### config.mk
export PLATFORM = sky130hd
export DESIGN_NAME = etc_trace_core
export DESIGN_NICKNAME = d
export VERILOG_FILES = /design/src/verilog/etc_pkg.sv /design/src/verilog/etc_sync.sv /design/src/verilog/etc_trace_core.sv
export SDC_FILE = /design/constraint.sdc
export NUM_CORES = 1
export LEC_CHECK = 0
export ABC_AREA = 1
export BUFFER_PORTS_ARGS = -buffer_cell sky130_fd_sc_hd__buf_2
export CORE_MARGIN = 2
export CORE_UTILIZATION = 50
export DETAILED_ROUTE_END_ITERATION = 16
export PLACE_DENSITY = 0.73
export SLEW_MARGIN = 20
export SYNTH_ARGS = -nofsm -noshare
export SYNTH_HDL_FRONTEND = slang
export SYNTH_SLANG_ARGS = --single-unit
### constraint.sdc
create_clock -name sys_clk -period 1.7 [get_ports sys_clk]
set_clock_uncertainty 0.05 [all_clocks]
set_input_delay 0.34 -clock sys_clk [delete_from_list [all_inputs] [get_ports sys_clk]]
set_output_delay 0.34 -clock sys_clk [all_outputs]
set_load 0.01 [all_outputs]
### src/verilog/etc_pkg.sv
// Shared constants, modes and pin carriers for the external trace output core.
package etc_pkg;

    // Trace data pin count; legal builds span 4 through 128 pins.
    localparam int PIN_COUNT    = 8;
    // Signal bank count; a power of two from 1 through 64.
    localparam int BANK_COUNT   = 4;
    localparam int BANK_W       = (BANK_COUNT > 1) ? $clog2(BANK_COUNT) : 1;
    localparam int MAX_BANKS    = 64;
    localparam int MIN_PINS     = 4;
    localparam int MAX_PINS     = 128;

    // Control port command word, shifted in most significant bit first.
    localparam int CMD_BITS     = 8;
    localparam int CMD_EN_BIT   = 7;
    localparam int CMD_CAL_BIT  = 6;
    localparam int CMD_BANK_LSB = 0;
    localparam int CMD_BANK_W   = 6;
    localparam int CNT_W        = 4;
    localparam int CNT_LIMIT    = CMD_BITS + 1;

    // Calibration walking-one position counter.
    localparam int CAL_POS_W    = 7;

    // Reset values.
    localparam logic [BANK_W-1:0] BANK_RESET = BANK_W'(0);
    localparam logic              CAL_RESET  = 1'b0;

    typedef enum logic {
        CAP_STATE,
        CAP_TIMING
    } etc_capture_t;

    typedef enum logic {
        DRV_SINGLE,
        DRV_DIFF
    } etc_driver_t;

    typedef enum logic {
        EDGE_RISING,
        EDGE_FALLING
    } etc_edge_t;

    // Serial control link from the debug controller core.
    typedef struct packed {
        logic clk;
        logic sel;
        logic data;
    } etc_ctrl_link_t;

    // One side of the trace pin group: clock pin plus data pins.
    typedef struct packed {
        logic                 traceClockPin;
        logic [PIN_COUNT-1:0] traceDataPins;
    } etc_trace_bus_t;

endpackage

### src/verilog/etc_sync.sv
// Two-stage synchroniser for levels that arrive from outside the core clock domain.
`timescale 1ns/1ps
`default_nettype none
module etc_sync #(
    parameter int WIDTH = 1
) (
    input  wire logic             clk,
    input  wire logic             rst_b,
    input  wire logic [WIDTH-1:0] asyncIn,
    output logic      [WIDTH-1:0] syncOut
);
    import etc_pkg::*;

    typedef struct packed {
        logic [WIDTH-1:0] meta;
        logic [WIDTH-1:0] stable;
    } etc_sync_state_t;

    etc_sync_state_t state_reg;
    etc_sync_state_t state_next;

    // The first stage feeds only the second stage, never any logic.
    always_comb begin
        state_next.meta   = asyncIn;
        state_next.stable = state_reg.meta;
    end

    always_ff @(posedge clk or negedge rst_b) begin
        if (!rst_b) begin
            state_reg <= '0;
        end else begin
            state_reg <= state_next;
        end
    end

    assign syncOut = state_reg.stable;

endmodule
`default_nettype wire

### src/verilog/etc_trace_core.sv
// External trace output core: bank multiplexer, pin pipeline and control port.
`timescale 1ns/1ps
`default_nettype none
// What this block does
// - Run-time bank multiplexer, one of N ports
// - Pins run at 1x or 2x port rate
// - Double rate allowed only in State mode
// - Trace data pin count from 4 to 128
// - State mode port width is pins times rate
// - Timing mode port width adds clock pin
// - Clock pin clocks in State, data in Timing
// - Always-on keeps logic and drivers enabled
// - Always-on selects bank 0 after configuration
// - Always-on default off, Timing mode only
// - One driver type for all trace pins
// - Auto setup gives pin mapping and calibration
// - State mode pipelined, Timing mode combinational
// - Selectable capture edge also clocks calibration
module etc_trace_core #(
    parameter etc_pkg::etc_capture_t CAPTURE_MODE  = etc_pkg::CAP_STATE,
    parameter int                    TDM_RATE      = 1,
    parameter bit                    ALWAYS_ON     = 1'b0,
    parameter etc_pkg::etc_edge_t    CLOCK_EDGE    = etc_pkg::EDGE_RISING,
    parameter etc_pkg::etc_driver_t  DRIVER_TYPE   = etc_pkg::DRV_SINGLE,
    parameter bit                    AUTO_SETUP    = 1'b1,
    localparam bit                   TIMING        = (CAPTURE_MODE == etc_pkg::CAP_TIMING),
    localparam int                   TDM_EFF       = TIMING ? 1 : ((TDM_RATE == 2) ? 2 : 1),
    localparam bit                   ALWAYS_ON_EFF = ALWAYS_ON && TIMING,
    localparam int                   PORT_W        = (etc_pkg::PIN_COUNT + (TIMING ? 1 : 0))
                                                     * TDM_EFF
) (
    input  wire logic                                        sys_clk,
    input  wire logic                                        rst_b,
    input  wire logic [etc_pkg::BANK_COUNT-1:0][PORT_W-1:0] bankData,
    input  wire etc_pkg::etc_ctrl_link_t                     ctrlLink,
    output etc_pkg::etc_trace_bus_t                          tracePins,
    output etc_pkg::etc_trace_bus_t                          tracePinsN,
    output logic                                             traceOutEn,
    output logic [etc_pkg::BANK_W-1:0]                       activeBank,
    output logic                                             outputsOn,
    output logic                                             calibrating
);
    import etc_pkg::*;

    localparam int CAP_W = 2 * PIN_COUNT;

    typedef struct packed {
        logic                 linkClkPrev;
        logic                 linkSelPrev;
        logic [CMD_BITS-1:0]  shift;
        logic [CNT_W-1:0]     bitCnt;
        logic [BANK_W-1:0]    bank;
        logic                 outOn;
        logic                 cal;
        logic                 phase;
        logic [CAP_W-1:0]     capWord;
        logic [PIN_COUNT-1:0] dataOut;
        logic                 clkOut;
        logic [CAL_POS_W-1:0] calPos;
    } etc_core_state_t;

    // Always-on builds come up driving bank 0 with no controller setup.
    localparam etc_core_state_t STATE_RESET = '{
        outOn:   ALWAYS_ON_EFF,
        bank:    BANK_RESET,
        cal:     CAL_RESET,
        default: '0
    };

    etc_core_state_t      state_reg;
    etc_core_state_t      state_next;
    logic                 capClk;
    etc_ctrl_link_t       linkSync;
    logic                 clkRise;
    logic                 frameEnd;
    logic                 cmdValid;
    logic [CMD_BANK_W-1:0] cmdBankField;
    logic [PORT_W-1:0]    selWord;
    logic [PIN_COUNT-1:0] selLo;
    logic [PIN_COUNT-1:0] selHi;

    function automatic logic [PIN_COUNT-1:0] pinOneHot(input logic [CAL_POS_W-1:0] pos);
        pinOneHot = PIN_COUNT'(1) << pos;
    endfunction

    // The capture edge is chosen by inverting the clock once, so every register
    // below, calibration included, shares the same edge.
    assign capClk = sys_clk ^ (CLOCK_EDGE == EDGE_FALLING);

    // The control link comes from another clock, so it is synchronised first.
    etc_sync #(
        .WIDTH(3)
    ) u_link_sync (
        .clk     (capClk),
        .rst_b   (rst_b),
        .asyncIn (ctrlLink),
        .syncOut (linkSync)
    );

    assign clkRise      = linkSync.clk && !state_reg.linkClkPrev;
    assign frameEnd     = !linkSync.sel && state_reg.linkSelPrev;
    assign cmdBankField = state_reg.shift[CMD_BANK_LSB +: CMD_BANK_W];
    // Commands naming a bank that was not built are dropped whole.
    assign cmdValid     = frameEnd && (state_reg.bitCnt == CNT_W'(CMD_BITS))
                          && (cmdBankField < BANK_COUNT) && !ALWAYS_ON_EFF;

    assign selWord = bankData[state_reg.bank];
    assign selLo   = selWord[PIN_COUNT-1:0];
    assign selHi   = PIN_COUNT'(CAP_W'(selWord) >> PIN_COUNT);

    always_comb begin
        state_next             = state_reg;
        state_next.linkClkPrev = linkSync.clk;
        state_next.linkSelPrev = linkSync.sel;

        if (linkSync.sel) begin
            if (clkRise && (state_reg.bitCnt != CNT_W'(CNT_LIMIT))) begin
                state_next.shift  = {state_reg.shift[CMD_BITS-2:0], linkSync.data};
                state_next.bitCnt = state_reg.bitCnt + CNT_W'(1);
            end
        end else begin
            state_next.bitCnt = '0;
        end

        if (cmdValid) begin
            state_next.outOn = state_reg.shift[CMD_EN_BIT];
            state_next.cal   = AUTO_SETUP && state_reg.shift[CMD_CAL_BIT];
            state_next.bank  = BANK_W'(cmdBankField);
        end

        // Ports are sampled on phase 0 and shown on the pins two and three cycles later.
        state_next.phase = !state_reg.phase;
        if (!state_reg.phase) begin
            state_next.capWord = CAP_W'(selWord);
        end

        // At double rate the low half leaves first, then the high half.
        if (state_reg.cal) begin
            state_next.dataOut = pinOneHot(state_reg.calPos);
        end else if ((TDM_EFF == 2) && !state_reg.phase) begin
            state_next.dataOut = state_reg.capWord[CAP_W-1:PIN_COUNT];
        end else begin
            state_next.dataOut = state_reg.capWord[PIN_COUNT-1:0];
        end

        // At 1x the clock rises mid-window; at 2x it toggles with each half and
        // the analyzer places its sampling point through auto setup.
        state_next.clkOut = state_reg.phase ^ (TDM_EFF == 1);

        if (state_reg.cal) begin
            if (state_reg.calPos == CAL_POS_W'(PIN_COUNT - 1)) begin
                state_next.calPos = '0;
            end else begin
                state_next.calPos = state_reg.calPos + CAL_POS_W'(1);
            end
        end else begin
            state_next.calPos = '0;
        end
    end

    always_ff @(posedge capClk or negedge rst_b) begin
        if (!rst_b) begin
            state_reg <= STATE_RESET;
        end else begin
            state_reg <= state_next;
        end
    end

    generate
        if (TIMING) begin : g_timing
            // Timing mode keeps no flops between the ports and the pins.
            always_comb begin
                if (!state_reg.outOn) begin
                    tracePins = '0;
                end else if (state_reg.cal) begin
                    tracePins = {state_reg.clkOut, state_reg.dataOut};
                end else begin
                    tracePins = {selWord[PIN_COUNT], selLo};
                end
            end
        end else begin : g_state
            always_comb begin
                if (!state_reg.outOn) begin
                    tracePins = '0;
                end else begin
                    tracePins = {state_reg.clkOut, state_reg.dataOut};
                end
            end
        end
    endgenerate

    // Both legs of every pin share one driver type.
    genvar gPin;
    generate
        for (gPin = 0; gPin < PIN_COUNT; gPin++) begin : g_neg_leg
            assign tracePinsN.traceDataPins[gPin] = (DRIVER_TYPE == DRV_DIFF) && state_reg.outOn
                                                   && !tracePins.traceDataPins[gPin];
        end
    endgenerate
    assign tracePinsN.traceClockPin = (DRIVER_TYPE == DRV_DIFF) && state_reg.outOn
                                      && !tracePins.traceClockPin;

    assign traceOutEn  = state_reg.outOn;
    assign activeBank  = state_reg.bank;
    assign outputsOn   = state_reg.outOn;
    assign calibrating = state_reg.cal;

    logic running;
    assign running = state_reg.outOn && !state_reg.cal;
endmodule
`default_nettype wire
==> qor.yml <==
fin_setup_tns_ns: 0
die_w_microns: 73.91
syn_area_sq_um: 2444
routedWlPerCell_microns: 9.222
end_kind: "output port"
period_needed_ns: 1.530
clkPwrFrac: 0.357
cp_max_fo: 12
worstSetupStartpointType: "flip-flop"
post_cts_resize_count: 0
ys_top_cells_by_count: "nand2_1 (109), dfrtp_1 (48), nor2_1 (42)"
yosysUniqueCellTypes: 26
ios: 60
yosysMostFrequentCell: "nand2_1"
largest_register_ffs: 32
synth_edf_count: 0
setup_viol: 0
layout-drive-gt1-share: 0.1940
p_per_area_nw_per_um2: 815.3
cts_htree_levels: 2
grt_pass1_vias: 1697
antenna_found_initial: 0
initial_core_util: 0.5174
cp.required_ns: 1.31
avgSynthCellArea_sq_um: 7.708
total_power_w: 0.002295
finalCritPeriodShare: 0.8999
clock_latency_ns: 0.30
port_buffers: 50
drtPass1Iterations: 4
antenna_left: 0
dr_total_vias: 1932
cts_setup_buffers: 0
grt_max_degree: 31
crit_arrival_ns: 1.14
utilization: 0.5960
finalWirelength_microns: 3993
crit_type: "flip-flop to output port"
diodes: 0
outcome: "finished clean"
drt_iter0_markers: 168
hold_violations: 0
synth_area_leaders: "dfrtp_1 (49%), nand2_1 (17%), nor2_1 (6.5%), inv_1 (5.4%), o21ai_0 (5.1%)"
netlist_instances: 317
place.gp.congestion: 0.8967
row_count: 25
ys_async_sr_fraction: 1.000
overflow: 0
synth-main-ff-cell: "dfrtp_1"
ir_worst_vdd_mv: 0.5399
cts_tree: "built"
dp_hpwl_microns: 3105
ys_ff_latch: 48
grt_setup_unrepaired: "false"
synthXorXnorAreaFrac: 0.007168
cts_buffer_depth: 2
drc: 0
power_frac_seq: 0.548
die_area_sq_um: 5463
fin_nets: 406
synth-compound-area-share: 0.05837
synth-simple-area-share: 0.3031
synth_top_family_by_area: "simple AND/OR/NAND/NOR gates"
numCtsBuffers: 5
grt_use_total: 0.1685
n_fill_cell: 428
power.switching_w: 0.0005506
synthAdderAreaFrac: 0.02048
area_growth_pct: 15.21
ys_seq_area_frac: 0.4916
power.switching_fraction: 0.2399
die_h_microns: 73.91
cap_viol_max_count: 0
p_leak_nw: 1.570
intPower_w: 0.001745
yosysWarnings: 0
synth_top_area_frac: 0.4916
pwr-share-comb: 0.095
max_freq_ghz: 0.6537
clk_pin_slew_worst_paths_ns: 0.09
grt_pass1_wl_microns: 7196
fp.coreArea_sq_um: 4723
postCtsHoldBufs: 1
cts.sinks: 48
cts-root-buf: "clkbuf_8"
worst_hold_path_type: "input pin to flip-flop"
slew_violations: 0
via_per_inst: 4.462
synth_mux_area_frac: 0
yosysTopAreaCell: "dfrtp_1"
## critical path, cell delays in order (launching register included)
cell and delay [ns]:
dfrtp_1 0.56, nand2_1 0.10, inv_1 0.06, buf_2 0.12
## placed cells by master, fill, tap and decap left out, types with 2 or more instances in the layout
cell / n
nand2_1: 109
clkbuf_8: 5
inv_1: 35
conb_1: 9
ha_1: 4
nand4_1: 4
o21ai_2: 2
nor2_1: 42
buf_2: 50
nand3_1: 14
inv_2: 2
o21ai_0: 25
dfrtp_1: 48
## cell families (layout without fill, tap and decap cells)
kind of cell             after synthesis  after routing
AND/OR/NAND/NOR                      177            177
buffers and inverters                 58             99
flip-flops                            48             48
AO/OA/AOI/OAI                         27             27
adder cells (fa/ha/maj)                4              4
XOR/XNOR                               2              2
other                                  1              9
## area by class of cell
class	count	area, sq um	area share
well taps	67	83.83	0.02978
clock inverters	3	46.29	0.01644
inverters	38	142.6	0.05067
multi-input cells	219	984.7	0.3498
clock buffers	5	68.82	0.02444
flip-flops and latches	48	1201	0.4267
repair buffers	53	287.8	0.1022
## metal layers
layer  wire length (microns)  global-route usage
met1                    2025              0.2325
met2                    1670              0.2649
met3                     232             0.03155
met4                      64             0.06667
met5                       0                   0
## metrics by stage
stage | hold slack [ns] | setup slack, ns | area [sq um] | std cells
finish | 0.08128 | 0.1702 | 2815 | 433
detailed placement | 0.2508 | 0.2860 | 2690 | 424
global route | 0.06641 | 0.01083 | 2815 | 433
global placement | 0.2529 | 0.3535 | 2690 | 424
CTS | 0.07964 | 0.1451 | 2815 | 433
floorplan | -0.005591 | 0.4477 | 2474 | 325
## power groups by stage
stage                     clock [W]  combinational (W)  sequential (W)
after floorplan                   0           0.000148         0.00127
after global placement            0           0.000216         0.00128
after detailed placement          0           0.000221         0.00128
after CTS                  0.000836           0.000221         0.00126
after global routing       0.000887           0.000255         0.00127
final                      0.000820           0.000217         0.00126
## final timing paths
| check | cells after the start | slack, ns | endpoint | from |
|---|---|---|---|---|
| min in group asynchronous | 2 | 0.45 | u_link_sync.state_next[2] | rst_b |
| max | 3 | 0.17 | tracePins[8] | outputsOn |
| min reg2reg | 0 | 0.30 | u_link_sync.syncOut[0] | u_link_sync.state_next[0] |
| min | 1 | 0.08 | u_link_sync.state_next[2] | ctrlLink[2] |
| max in group asynchronous | 3 | 0.66 | state_reg[6] | rst_b |
| max reg2reg | 7 | 0.28 | state_reg[38] | state_reg[38] |
No activity file was read; power rests on OpenSTA's default activity.
